[src/verilog/sp_reset_pkg.sv]
// How it works
// - Zero section reset bit stops that section
// - Reset section drives frame sync inactive level
// - Output bit clock follows generated clock
// - Data output tristated while transmitter reset
// - Rate generator reset holds clock, sync low
// - Reset section masks generated frame sync
// - Emulator reset restores all register defaults
// - Device reset clears all four reset bits
// - Each section reset bit written independently
// - Receiver generator use follows source config
// - Transmit sync from generator or copy
// - External clock internal sync needs copy mode
// - Clock rises next edge, toggles every divider+1 edges
// - Sync error appears early, cleared by reset
// - Running section raises event, interrupt, ready
// - First frame sync after 7 to 8 periods
package sp_reset_pkg;
	// ==========================================
	// Register offsets
	localparam logic [7:0] port_control_off = 8'h00;
	localparam logic [7:0] rate_gen_config_off = 8'h04;
	localparam logic [7:0] pin_control_off = 8'h08;
	localparam logic [7:0] transmit_holding_off = 8'h0c;
	localparam logic [7:0] emu_reset_off = 8'h10;
	// ==========================================
	// Port control fields
	localparam int receiver_reset_bit = 0;
	localparam int transmitter_reset_bit = 1;
	localparam int rate_gen_reset_bit = 2;
	localparam int frame_gen_reset_bit = 3;
	localparam int rx_ready_bit = 4;
	localparam int tx_ready_bit = 5;
	localparam int tx_shift_not_empty_bit = 6;
	localparam int tx_sync_error_bit = 7;
	// ==========================================
	// Pin control fields
	localparam int rx_clock_out_bit = 0;
	localparam int tx_clock_out_bit = 1;
	localparam int rx_fs_out_bit = 2;
	localparam int tx_fs_out_bit = 3;
	localparam int rx_fs_pol_bit = 4;
	localparam int tx_fs_pol_bit = 5;
	localparam int tx_frame_source_bit = 6;
	// ==========================================
	// Rate generator config fields
	localparam int divider_lsb = 0;
	localparam int divider_width = 8;
	localparam int period_lsb = 8;
	localparam int period_width = 8;
	// ==========================================
	// Reset values and counts
	localparam logic [31:0] port_control_reset = 32'h0000_0000;
	localparam logic [31:0] rate_gen_config_reset = 32'h0000_0f01;
	localparam logic [31:0] pin_control_reset = 32'h0000_0000;
	localparam logic [31:0] emu_reset_key = 32'h0000_00a5;
	localparam int frame_start_delay = 7;
	localparam int sync_error_clocks = 2;
endpackage : sp_reset_pkg
[src/verilog/serial_port_reset_init.sv]
`timescale 1ns/1ps
// ==========================================
// Serial port reset and start-up control
module serial_port_reset_init (
	input  wire logic        pclk,
	input  wire logic        presetn,
	input  wire logic        psel,
	input  wire logic        penable,
	input  wire logic        pwrite,
	input  wire logic [7:0]  paddr,
	input  wire logic [31:0] pwdata,
	output logic [31:0]      prdata,
	output logic             pready,
	output logic             pslverr,
	input  wire logic        rx_bit_clock_in,
	output logic             rx_bit_clock_out,
	output logic             rx_bit_clock_oe,
	input  wire logic        rx_frame_sync_in,
	output logic             rx_frame_sync_out,
	output logic             rx_frame_sync_oe,
	input  wire logic        tx_bit_clock_in,
	output logic             tx_bit_clock_out,
	output logic             tx_bit_clock_oe,
	input  wire logic        tx_frame_sync_in,
	output logic             tx_frame_sync_out,
	output logic             tx_frame_sync_oe,
	output logic             serial_data_out,
	output logic             serial_data_out_oe,
	input  wire logic        serial_data_in,
	output logic             tx_dma_event,
	output logic             rx_dma_event,
	output logic             tx_interrupt,
	output logic             rx_interrupt,
	output logic             rx_uses_rate_gen,
	output logic             rx_uses_frame_gen,
	output logic             tx_uses_rate_gen,
	output logic             tx_uses_frame_gen
);
	localparam int dw = sp_reset_pkg::divider_width;
	localparam int pw = sp_reset_pkg::period_width;

	logic [31:0] port_control_reg;
	logic [31:0] rate_gen_config_reg;
	logic [31:0] pin_control_reg;
	logic [31:0] transmit_holding_reg;
	logic [31:0] transmit_shift_reg;
	logic [31:0] next_port_control_reg;
	logic [31:0] next_rate_gen_config_reg;
	logic [31:0] next_pin_control_reg;
	logic [31:0] next_transmit_holding_reg;
	logic [31:0] next_transmit_shift_reg;
	logic [31:0] next_prdata;
	logic        holding_full;
	logic        next_holding_full;
	logic [1:0]  err_cnt;
	logic [1:0]  next_err_cnt;
	logic        tx_first_done;
	logic        next_tx_first_done;
	logic        rx_sample;
	logic        next_rx_sample;
	logic [1:0]  tx_clk_sync;
	logic [1:0]  next_tx_clk_sync;

	logic receiver_reset_n;
	logic transmitter_reset_n;
	logic rate_gen_reset_n;
	logic frame_gen_reset_n;
	logic tx_frame_source_select;
	logic tx_ready_flag;
	logic rx_ready_flag;
	logic tx_shift_not_empty;
	logic tx_sync_error;
	logic generated_clock;
	logic generated_frame_sync;
	logic clock_rise;
	logic wr;
	logic rd;
	logic copy;
	logic tx_edge;
	logic tx_clk_edge;

	assign receiver_reset_n =
		port_control_reg[sp_reset_pkg::receiver_reset_bit];
	assign transmitter_reset_n =
		port_control_reg[sp_reset_pkg::transmitter_reset_bit];
	assign rate_gen_reset_n =
		port_control_reg[sp_reset_pkg::rate_gen_reset_bit];
	assign frame_gen_reset_n =
		port_control_reg[sp_reset_pkg::frame_gen_reset_bit];
	assign tx_frame_source_select =
		pin_control_reg[sp_reset_pkg::tx_frame_source_bit];
	assign tx_sync_error =
		port_control_reg[sp_reset_pkg::tx_sync_error_bit];
	assign tx_shift_not_empty =
		port_control_reg[sp_reset_pkg::tx_shift_not_empty_bit];

	// Zero-wait slave; every offset answers
	assign pready = 1'b1;
	assign pslverr = 1'b0;
	assign wr = psel && penable && pwrite;
	assign rd = psel && !penable && !pwrite;

	sp_rate_gen #(
		.div_width(dw),
		.per_width(pw)
	) u_rate_gen (
		.pclk                (pclk),
		.presetn             (presetn),
		.gen_run             (rate_gen_reset_n),
		.frame_run           (frame_gen_reset_n),
		.divider             (rate_gen_config_reg[
			sp_reset_pkg::divider_lsb +: dw]),
		.frame_period        (rate_gen_config_reg[
			sp_reset_pkg::period_lsb +: pw]),
		.generated_clock     (generated_clock),
		.clock_rise          (clock_rise),
		.generated_frame_sync(generated_frame_sync)
	);

	// ==========================================
	// Source and generator use
	// Internal receive sync draws on both generators
	assign rx_uses_frame_gen =
		pin_control_reg[sp_reset_pkg::rx_fs_out_bit];
	assign rx_uses_rate_gen = rx_uses_frame_gen ||
		pin_control_reg[sp_reset_pkg::rx_clock_out_bit];
	assign tx_uses_rate_gen =
		pin_control_reg[sp_reset_pkg::tx_clock_out_bit];
	// Generator sync only legal with internal clock
	assign tx_uses_frame_gen = tx_uses_rate_gen &&
		pin_control_reg[sp_reset_pkg::tx_fs_out_bit] &&
		tx_frame_source_select;

	// ==========================================
	// Pins
	always_comb begin
		rx_bit_clock_oe = pin_control_reg[sp_reset_pkg::rx_clock_out_bit];
		tx_bit_clock_oe = pin_control_reg[sp_reset_pkg::tx_clock_out_bit];
		// Clock pins keep running while a section is reset
		rx_bit_clock_out = generated_clock;
		tx_bit_clock_out = generated_clock;
		rx_frame_sync_oe = pin_control_reg[sp_reset_pkg::rx_fs_out_bit];
		tx_frame_sync_oe = pin_control_reg[sp_reset_pkg::tx_fs_out_bit];
		// Polarity bit is the inactive level
		rx_frame_sync_out = pin_control_reg[sp_reset_pkg::rx_fs_pol_bit];
		tx_frame_sync_out = pin_control_reg[sp_reset_pkg::tx_fs_pol_bit];
		if (receiver_reset_n)
			rx_frame_sync_out = rx_frame_sync_out ^ generated_frame_sync;
		if (transmitter_reset_n) begin
			if (tx_uses_frame_gen)
				tx_frame_sync_out = tx_frame_sync_out ^ generated_frame_sync;
			else
				tx_frame_sync_out = tx_frame_sync_out ^ copy;
		end
		serial_data_out = transmit_shift_reg[31];
		serial_data_out_oe = transmitter_reset_n;
	end

	// ==========================================
	// Service requests
	// Requests reach the pins only while the section runs
	assign tx_ready_flag = port_control_reg[sp_reset_pkg::tx_ready_bit];
	assign rx_ready_flag = port_control_reg[sp_reset_pkg::rx_ready_bit];
	assign tx_dma_event = tx_ready_flag && transmitter_reset_n;
	assign tx_interrupt = tx_dma_event;
	assign rx_dma_event = rx_ready_flag && receiver_reset_n;
	assign rx_interrupt = rx_dma_event;

	// Bit clock edge seen by the transmitter
	assign tx_clk_edge = tx_clk_sync[1] && !tx_clk_sync[0];
	assign tx_edge = tx_bit_clock_oe ? clock_rise : tx_clk_edge;
	assign copy = transmitter_reset_n && holding_full && tx_edge;

	// ==========================================
	// Register and status state
	always_comb begin
		next_port_control_reg = port_control_reg;
		next_rate_gen_config_reg = rate_gen_config_reg;
		next_pin_control_reg = pin_control_reg;
		next_transmit_holding_reg = transmit_holding_reg;
		next_transmit_shift_reg = transmit_shift_reg;
		next_holding_full = holding_full;
		next_err_cnt = err_cnt;
		next_tx_first_done = tx_first_done;
		next_rx_sample = rx_sample;
		next_tx_clk_sync = {tx_clk_sync[0], tx_bit_clock_in};
		next_prdata = prdata;
		if (rd) begin
			case (paddr)
				sp_reset_pkg::port_control_off:
					next_prdata = port_control_reg;
				sp_reset_pkg::rate_gen_config_off:
					next_prdata = rate_gen_config_reg;
				sp_reset_pkg::pin_control_off:
					next_prdata = pin_control_reg;
				default:
					next_prdata = 32'h0000_0000;
			endcase
		end
		// Transmitter state
		if (!transmitter_reset_n) begin
			// Zero stops the section; clears pending error
			next_port_control_reg[sp_reset_pkg::tx_sync_error_bit] =
				1'b0;
			next_port_control_reg[sp_reset_pkg::tx_ready_bit] = 1'b0;
			next_port_control_reg[sp_reset_pkg::tx_shift_not_empty_bit] =
				1'b0;
			next_holding_full = 1'b0;
			next_err_cnt = '0;
		end else begin
			next_port_control_reg[sp_reset_pkg::tx_ready_bit] =
				!holding_full;
			if (copy) begin
				next_transmit_shift_reg = transmit_holding_reg;
				next_holding_full = 1'b0;
				next_port_control_reg[sp_reset_pkg::tx_shift_not_empty_bit] =
					1'b1;
			end else if (tx_edge) begin
				next_transmit_shift_reg = {transmit_shift_reg[30:0], 1'b0};
			end
			// First enable: stray error within two bit clocks
			if (!tx_first_done && tx_edge) begin
				next_err_cnt = err_cnt + 1'b1;
				if (err_cnt == 2'(sp_reset_pkg::sync_error_clocks - 1)) begin
					next_tx_first_done = 1'b1;
					if (!tx_uses_frame_gen && !tx_frame_sync_oe &&
						!tx_frame_sync_in)
						next_port_control_reg[
							sp_reset_pkg::tx_sync_error_bit] = 1'b1;
				end
			end
		end
		// Receiver state
		if (!receiver_reset_n) begin
			next_port_control_reg[sp_reset_pkg::rx_ready_bit] = 1'b0;
		end else if (clock_rise || !rx_bit_clock_oe) begin
			next_rx_sample = serial_data_in;
			next_port_control_reg[sp_reset_pkg::rx_ready_bit] = 1'b1;
		end
		if (wr) begin
			case (paddr)
				sp_reset_pkg::port_control_off: begin
					// Control bits written one by one
					next_port_control_reg[3:0] = pwdata[3:0];
					if (!pwdata[sp_reset_pkg::transmitter_reset_bit])
						next_port_control_reg[
							sp_reset_pkg::tx_sync_error_bit] = 1'b0;
				end
				sp_reset_pkg::rate_gen_config_off:
					next_rate_gen_config_reg = pwdata;
				sp_reset_pkg::pin_control_off:
					next_pin_control_reg = pwdata;
				sp_reset_pkg::transmit_holding_off: begin
					next_transmit_holding_reg = pwdata;
					next_holding_full = transmitter_reset_n;
				end
				sp_reset_pkg::emu_reset_off:
					if (pwdata == sp_reset_pkg::emu_reset_key) begin
						next_port_control_reg =
							sp_reset_pkg::port_control_reset;
						next_rate_gen_config_reg =
							sp_reset_pkg::rate_gen_config_reset;
						next_pin_control_reg =
							sp_reset_pkg::pin_control_reset;
						// Transmit path emptied too, no stale word
						next_transmit_holding_reg = 32'h0000_0000;
						next_transmit_shift_reg = 32'h0000_0000;
						next_err_cnt = '0;
						next_holding_full = 1'b0;
					end
				default: ;
			endcase
		end
	end

	always_ff @(posedge pclk or negedge presetn) begin
		if (!presetn) begin
			port_control_reg <= sp_reset_pkg::port_control_reset;
			rate_gen_config_reg <= sp_reset_pkg::rate_gen_config_reset;
			pin_control_reg <= sp_reset_pkg::pin_control_reset;
			transmit_holding_reg <= 32'h0000_0000;
			transmit_shift_reg <= 32'h0000_0000;
			holding_full <= 1'b0;
			err_cnt <= 2'h0;
			tx_first_done <= 1'b0;
			rx_sample <= 1'b0;
			tx_clk_sync <= 2'h0;
			prdata <= 32'h0000_0000;
		end else begin
			port_control_reg <= next_port_control_reg;
			rate_gen_config_reg <= next_rate_gen_config_reg;
			pin_control_reg <= next_pin_control_reg;
			transmit_holding_reg <= next_transmit_holding_reg;
			transmit_shift_reg <= next_transmit_shift_reg;
			holding_full <= next_holding_full;
			err_cnt <= next_err_cnt;
			tx_first_done <= next_tx_first_done;
			rx_sample <= next_rx_sample;
			tx_clk_sync <= next_tx_clk_sync;
			prdata <= next_prdata;
		end
	end
endmodule : serial_port_reset_init

[src/verilog/sp_rate_gen.sv]
`timescale 1ns/1ps
// ==========================================
// Rate and frame generator
module sp_rate_gen #(
	parameter int div_width = 8,
	parameter int per_width = 8
) (
	input  wire logic                 pclk,
	input  wire logic                 presetn,
	input  wire logic                 gen_run,
	input  wire logic                 frame_run,
	input  wire logic [div_width-1:0] divider,
	input  wire logic [per_width-1:0] frame_period,
	output logic                      generated_clock,
	output logic                      clock_rise,
	output logic                      generated_frame_sync
);
	logic [div_width-1:0] div_cnt;
	logic [div_width-1:0] next_div_cnt;
	logic                 next_generated_clock;
	logic [per_width:0]   frame_cnt;
	logic [per_width:0]   next_frame_cnt;
	logic                 next_generated_frame_sync;
	logic [per_width:0]   start_count;

	always_comb begin
		start_count = (per_width+1)'(sp_reset_pkg::frame_start_delay);
		next_div_cnt = div_cnt;
		next_generated_clock = generated_clock;
		next_frame_cnt = frame_cnt;
		next_generated_frame_sync = generated_frame_sync;
		clock_rise = 1'b0;
		if (!gen_run) begin
			next_div_cnt = '0;
			next_generated_clock = 1'b0;
			next_generated_frame_sync = 1'b0;
			next_frame_cnt = start_count;
		end else if (div_cnt == '0) begin
			// High on first edge, then toggles every divider+1 edges
			next_generated_clock = !generated_clock;
			next_div_cnt = divider;
			clock_rise = !generated_clock;
			if (!generated_clock) begin
				if (!frame_run) begin
					next_frame_cnt = start_count;
					next_generated_frame_sync = 1'b0;
				end else if (frame_cnt == '0) begin
					next_generated_frame_sync = 1'b1;
					next_frame_cnt = {1'b0, frame_period};
				end else begin
					next_generated_frame_sync = 1'b0;
					next_frame_cnt = frame_cnt - 1'b1;
				end
			end
		end else begin
			next_div_cnt = div_cnt - 1'b1;
		end
	end

	always_ff @(posedge pclk or negedge presetn) begin
		if (!presetn) begin
			div_cnt <= '0;
			generated_clock <= 1'b0;
			frame_cnt <= '0;
			generated_frame_sync <= 1'b0;
		end else begin
			div_cnt <= next_div_cnt;
			generated_clock <= next_generated_clock;
			frame_cnt <= next_frame_cnt;
			generated_frame_sync <= next_generated_frame_sync;
		end
	end
endmodule : sp_rate_gen

[config.mk]
export PLATFORM = sky130hd
export DESIGN_NAME = serial_port_reset_init
export DESIGN_NICKNAME = d
export VERILOG_FILES = /design/src/verilog/sp_reset_pkg.sv /design/src/verilog/serial_port_reset_init.sv /design/src/verilog/sp_rate_gen.sv
export SDC_FILE = /design/constraint.sdc
export NUM_CORES = 1
export LEC_CHECK = 0
export BUFFER_PORTS_ARGS = -buffer_cell sky130_fd_sc_hd__clkbuf_2
export CAP_MARGIN = 10
export CORE_MARGIN = 2
export CORE_UTILIZATION = 50
export CTS_CLUSTER_DIAMETER = 60
export DETAILED_ROUTE_END_ITERATION = 10
export GPL_ROUTABILITY_DRIVEN = 0
export PLACE_DENSITY = 0.73
export SYNTH_ARGS = -nofsm -noshare
export SYNTH_HDL_FRONTEND = slang
export SYNTH_SLANG_ARGS = --single-unit
[constraint.sdc]
create_clock -name pclk -period 1.7 [get_ports pclk]
set_input_delay 0.255 -clock pclk [delete_from_list [all_inputs] [get_ports pclk]]
set_output_delay 0.255 -clock pclk [all_outputs]
set_load 0.02 [all_outputs]
---- Word-level counts from Yosys, hierarchy flattened ----
Cells that the tools add are included.
operators by class
  add/sub/neg operators ................... 3
  equal/unequal tests ..................... 9
  multiplexer cells ....................... 55
  bitwise gates (word level) .............. 3
  reductions and logical operators ........ 39
operators with widths
  kind                                                                 count
  32-bit 2-to-1 mux                                                    8
  32-bit case mux with 2 select lines                                  3
  32-bit case mux with 3 select lines                                  1
  9-bit 2-to-1 mux                                                     5
  32-bit by 8-bit == test with 1-bit output (second input constant)    1
  8-bit 2-to-1 mux                                                     4
  1-bit 2-to-1 mux                                                     24
  8-bit by 4-bit == test with 1-bit output (second input constant)     2
  8-bit zero test                                                      2
  3-bit AND reduction                                                  5
  1-bit logical AND                                                    14
  1-bit zero test                                                      10
  2-bit 2-to-1 mux                                                     5
  9-bit zero test                                                      1
  9-bit by 1-bit subtractor with 9-bit output (second input constant)  1
  8-bit by 3-bit == test with 1-bit output (second input constant)     1
  8-bit by 5-bit == test with 1-bit output (second input constant)     1
  4-bit case mux with 2 select lines                                   1
  2-bit nonzero test                                                   4
  8-bit by 1-bit subtractor with 8-bit output (second input constant)  1
  3-bit 2-to-1 mux                                                     2
  2-bit inequality test (second input constant)                        2
  1-bit case mux with 2 select lines                                   2
  1-bit bitwise XOR                                                    3
  5 further kinds                                                      6
word-level totals
  register bits ........................... 193
  output and inout port bits .............. 52
  logic and storage cells ................. 124

---- Logic depth before layout (Yosys ltp) ----
  depth in word-level cells ............... 12
  gate-level depth with buffers ........... 9
  mapped depth without buffers ............ 7

---- Hierarchy ----
A second synthesis with hierarchy kept.
unflattened totals
  cells, all modules ...................... 986
  area total of the unflattened synthesis .. 10072.2 µm²
by module, submodules not included
  module                  times used  cells an instance  area an instance (µm²)  seq. area each (µm²)
  serial_port_reset_init  1           865                8927.3                  4360.4
  sp_rate_gen             1           121                1144.8                  475.5

---- Worst setup path after synthesis ----
No wires, ideal clock.
  path type ............................... register -> output
  start ................................... register u_rate_gen.div_cnt[0]
  end ..................................... output port tx_frame_sync_out
  arrival time ............................ 1.631 ns
  data required time ...................... 1.445 ns
  setup slack ............................. -0.186 ns
  cell stages (with the launch flop) ...... 8
  path buffers ............................ 0
  cell sequence ........................... dfrtp_1 inv_1 ha_1 nor3b_1 nand4_1 nand2_1 a31oi_1 xnor2_1
between the ends
  cells in the longest elaborated chain, start to end .. 8
ends and longest elaborated chain
  item                    line                           text
  start, declared         sp_rate_gen.sv:18              logic [div_width-1:0] div_cnt;
  start signal, assigned  sp_rate_gen.sv:67              div_cnt <= next_div_cnt;
  8-bit zero test         sp_rate_gen.sv:38              end else if (div_cnt == '0) begin
  1-bit 2-to-1 mux        sp_rate_gen.sv:38
  1-bit 2-to-1 mux        sp_rate_gen.sv:33              if (!gen_run) begin
  1-bit 2-to-1 mux        serial_port_reset_init.sv:171  assign tx_edge = tx_bit_clock_oe ? clock_rise : tx_clk_edge;
  1-bit logical AND       serial_port_reset_init.sv:172  assign copy = transmitter_reset_n && holding_full && tx_edge;
  1-bit bitwise XOR       serial_port_reset_init.sv:153  tx_frame_sync_out = tx_frame_sync_out ^ copy;
  1-bit 2-to-1 mux        serial_port_reset_init.sv:150  if (tx_uses_frame_gen)
  1-bit 2-to-1 mux        serial_port_reset_init.sv:149  if (transmitter_reset_n) begin
  end, declared           serial_port_reset_init.sv:25   output logic tx_frame_sync_out,
Every way passes these cells.

---- Final worst setup path ----
Same ends and word-level chain as after synthesis.

==> results.sh <==
export IMPL_synth_seq_cells=193
export IMPL_status="finished with violations"
export IMPL_crit_path_cell_trace="inv_2 > ha_4 > nor3b_4 > nand4_1 > buf_6 > nand2_4 > a31oi_4 > xnor2_2 > clkbuf_8"
export IMPL_dpl_hpwl_um=16100
export IMPL_numCtsBuffers=17
export IMPL_synth_flop_cell="dfrtp_1"
export IMPL_yosysUniqueCellTypes=61
export IMPL_ant_nets=0
export IMPL_fin_skew_ns=0.00591
export IMPL_fmax_ghz=0.443
export IMPL_cap_violations=0
export IMPL_finalWirelength_um=25000
export IMPL_setup_worst_path_end_class="primary output"
export IMPL_grt_ovfl_total=0
export IMPL_cts_tree="built"
export IMPL_yosysSeqAreaShare=0.544
export IMPL_max_slew_margin_rel=0.478
export IMPL_power_total_mw=9.21
export IMPL_min_path_type="input pin to flop"
export IMPL_leakagePower_nw=5.52
export IMPL_netlist_area_leader_share=0.529
export IMPL_finalSetupViolCount=49
export IMPL_drc=0
export IMPL_drt_vias_per_instance=5.96
export IMPL_io_buffers=96
export IMPL_grt_pass1_wl_um=39500
export IMPL_start_util=0.512
export IMPL_layout_drive_gt1_share=0.361
export IMPL_hold_viol_final=0
export IMPL_r2r_start="u_rate_gen.div_cnt[0]"
export IMPL_reg2reg_depth=13
export IMPL_clk_latency_ns=0.43
export IMPL_cp_max_fo=2
export IMPL_num_rows=48
export IMPL_required_ns=1.44
export IMPL_synth_nets=928
export IMPL_antenna_found_initial=0
export IMPL_grt_start_max_net_pins=66
export IMPL_synthArstFlopShare=1.00
export IMPL_worst_path_max_delay_cell="dfrtp_1"
export IMPL_place_inst=1211
export IMPL_crit_end="tx_frame_sync_out"
export IMPL_cts_buffer_depth=2
export IMPL_core_mm2=0.0174
export IMPL_cp_num_cells=9
export IMPL_ir_drop_mv=0.739
export IMPL_fp_dieArea_mm2=0.0189
export IMPL_grt_pass1_vias=7411
export IMPL_fin_crit_sh=1.33
export IMPL_synth_area_leader_cell="dfrtp_1"
export IMPL_cts_sinks=193
export IMPL_synth_edff_count=0
export IMPL_violations="setup timing"
export IMPL_num_vias=7555
export IMPL_cts_root_buf="clkbuf_16"
export IMPL_synthCells=874
export IMPL_r2r_end="transmit_shift_reg[30]"
export IMPL_htree_num_levels=4
export IMPL_io_pins=102
export IMPL_p_per_area_mw_per_mm2=795
export IMPL_cp_startpoint="u_rate_gen.div_cnt[0]"
export IMPL_die_h_um=137
export IMPL_fin_cells=1267
export IMPL_max_stage_delay_ns=0.39
export IMPL_startpoint_type="flop"
export IMPL_slew_violations=0
export IMPL_crit_arrival_ns=2.00
export IMPL_drt_wirelength_per_cell_um=19.7
export IMPL_rsz0062_at_grt="yes"
export IMPL_layout_nets=1083
export IMPL_synth_avg_cell_area_um2=10.2
export IMPL_netlist_area_mm2=0.00889
export IMPL_critPathBufInv=3
export IMPL_path_delay_family="buffers and inverters"
export IMPL_synth_area_leaders="dfrtp_1 53%, a31o_2 5.8%, mux2i_1 5.0%"
export IMPL_fin_crit_ns=2.26
export IMPL_yosysWarnings=0
export IMPL_clkSlewWorstSetupHoldPaths_ns=0.07
export IMPL_dr_first_iter_drc_count=635
export IMPL_worst_slew_pin_slew_ns=0.775
export IMPL_hold_slack_ns=0.161
export IMPL_worst_slack_ns=-0.560
export IMPL_firstDrtPassIters=5
export IMPL_n_antenna_cell=0
export IMPL_worstHoldPathCells=3
export IMPL_synthToLayoutAreaGrowth_pct=30.2
export IMPL_ff2ff_setup_slack_ns=-0.49
export IMPL_die_x_um=137
export IMPL_critPathKind="flop to primary output"
export IMPL_track_usage=0.275
worst register-to-register path, stage by stage, from the launching register on:
cell and delay (ns):
dfrtp_1 0.39, inv_2 0.08, ha_4 0.13, nor3b_4 0.20, nand4_1 0.14, buf_6 0.16, buf_4 0.14, a21oi_4 0.17
buf_12 0.14, buf_6 0.09, buf_8 0.10, buf_12 0.12, buf_16 0.14, a211oi_1 0.08
cell type report:
type                       count  area [µm²]
multi-input combinational    593        4110
clock buffer                  22         484
sequential                   193        4840
inverter                      13        48.8
clock inverter                10         101
tap                          225         282
timing repair buffer         211        1720
fill                        1358        5770
what timing repair did:
action | in CTS | in global routing
endpoints found under the setup margin | 48 | 107
pin swaps | 16 | 19
hold endpoints to repair | 41 | 0
hold buffers | 2 | 0
setup buffers | 14 | 11
cloned | 6 | 0
gates resized for setup | 36 | 41
power breakdown:
part           internal [mW]  switching (mW)
Combinational          0.234           0.326
Sequential              4.64          0.0376
Clock                   2.19            1.78
Total                   7.06            2.15
per-stage QoR:
stage / worst slack, ns / area [µm²] / TNS [ns] / utilization
2_1_floorplan: -0.0889 / 9180 / -1.35 / -
3_3_place_gp: -0.365 / 10400 / -49.21 / 0.601
3_5_place_dp: -0.389 / 10400 / -52.70 / 0.601
4_1_cts: -0.588 / 11500 / -18.89 / 0.660
5_1_grt: -0.649 / 11600 / -20.92 / 0.667
6_report: -0.560 / 11600 / -17.73 / 0.667
cell usage after synthesis (2+ instances only):
cell      number
nor4bb_1       2
nand3_1        5
o211a_1        7
nor3_1         8
a32o_1         4
nand4_1        3
nand3_2        2
nor4_1         6
buf_4         16
buf_2         25
xor2_1         2
a31oi_1        6
nor4_4         2
nand2_1      117
a21oi_1       17
inv_1         13
or2_2          2
clkbuf_1      33
conb_1         2
or3_1          2
dfrtp_1      188
nor2_1       115
xnor2_1        7
o22ai_1       32
o21ai_1        8
a31o_2        59
and2_1         3
ha_1           4
a21o_1         3
o21ai_0       36
mux2i_1       44
a211oi_1      31
a22oi_1       25
nor2b_1        3
a22o_2         2
and3_1         8
nor3b_1        3
nand2b_1       2
dfstp_2        5
worst min-delay path by stage:
stage / from / end / slack [ns]
2_1_floorplan: presetn / err_cnt[0] / -0.04
3_3_place_gp: presetn / pin_control_reg[1] / 0.28
3_5_place_dp: presetn / rate_gen_config_reg[2] / 0.27
4_1_cts: pwdata[6] / pin_control_reg[6] / 0.15
5_1_grt: pwdata[5] / pin_control_reg[5] / 0.17
6_report: pwdata[6] / pin_control_reg[6] / 0.16
cells by family (layout without fill, tap and decap cells):
| logic type | Yosys count | after routing | synth area share |
|---|---|---|---|
| muxes | 44 | 44 | 0.0495 |
| AOI/OAI and AO/OA | 237 | 237 | 0.190 |
| adders and majority gates | 4 | 4 | 0.00563 |
| xor gates and xnor gates | 9 | 9 | 0.00886 |
| DFF | 193 | 193 | 0.544 |
| buffers and inverters | 88 | 256 | 0.0474 |
| and+or+nand+nor | 297 | 297 | 0.154 |
| other | 2 | 2 | 0.000844 |
metal layers:
metal | vias to the layer above | GRT usage | wire length [µm]
met5 | - | 0 | 0
met3 | 43 | 0.0533 | 1590
met2 | 313 | 0.441 | 11900
met1 | 3783 | 0.377 | 10800
met4 | 0 | 0.0968 | 681
li1 | 3416 | - | -
cells in the final DEF, fill, tap and decap left out, types with 21 or more instances in the layout:
cell type | synthesis | routed
buf_4 | 16 | 84
o21ai_0 | 36 | 31
a22oi_1 | 25 | 24
clkbuf_2 | 0 | 94
o22ai_1 | 32 | 32
nor2_1 | 115 | 114
mux2i_1 | 44 | 44
dfrtp_1 | 188 | 186
buf_12 | 0 | 21
nand2_1 | 117 | 114
a31o_2 | 59 | 39
Note: power is estimated with default switching activity, not from simulation.
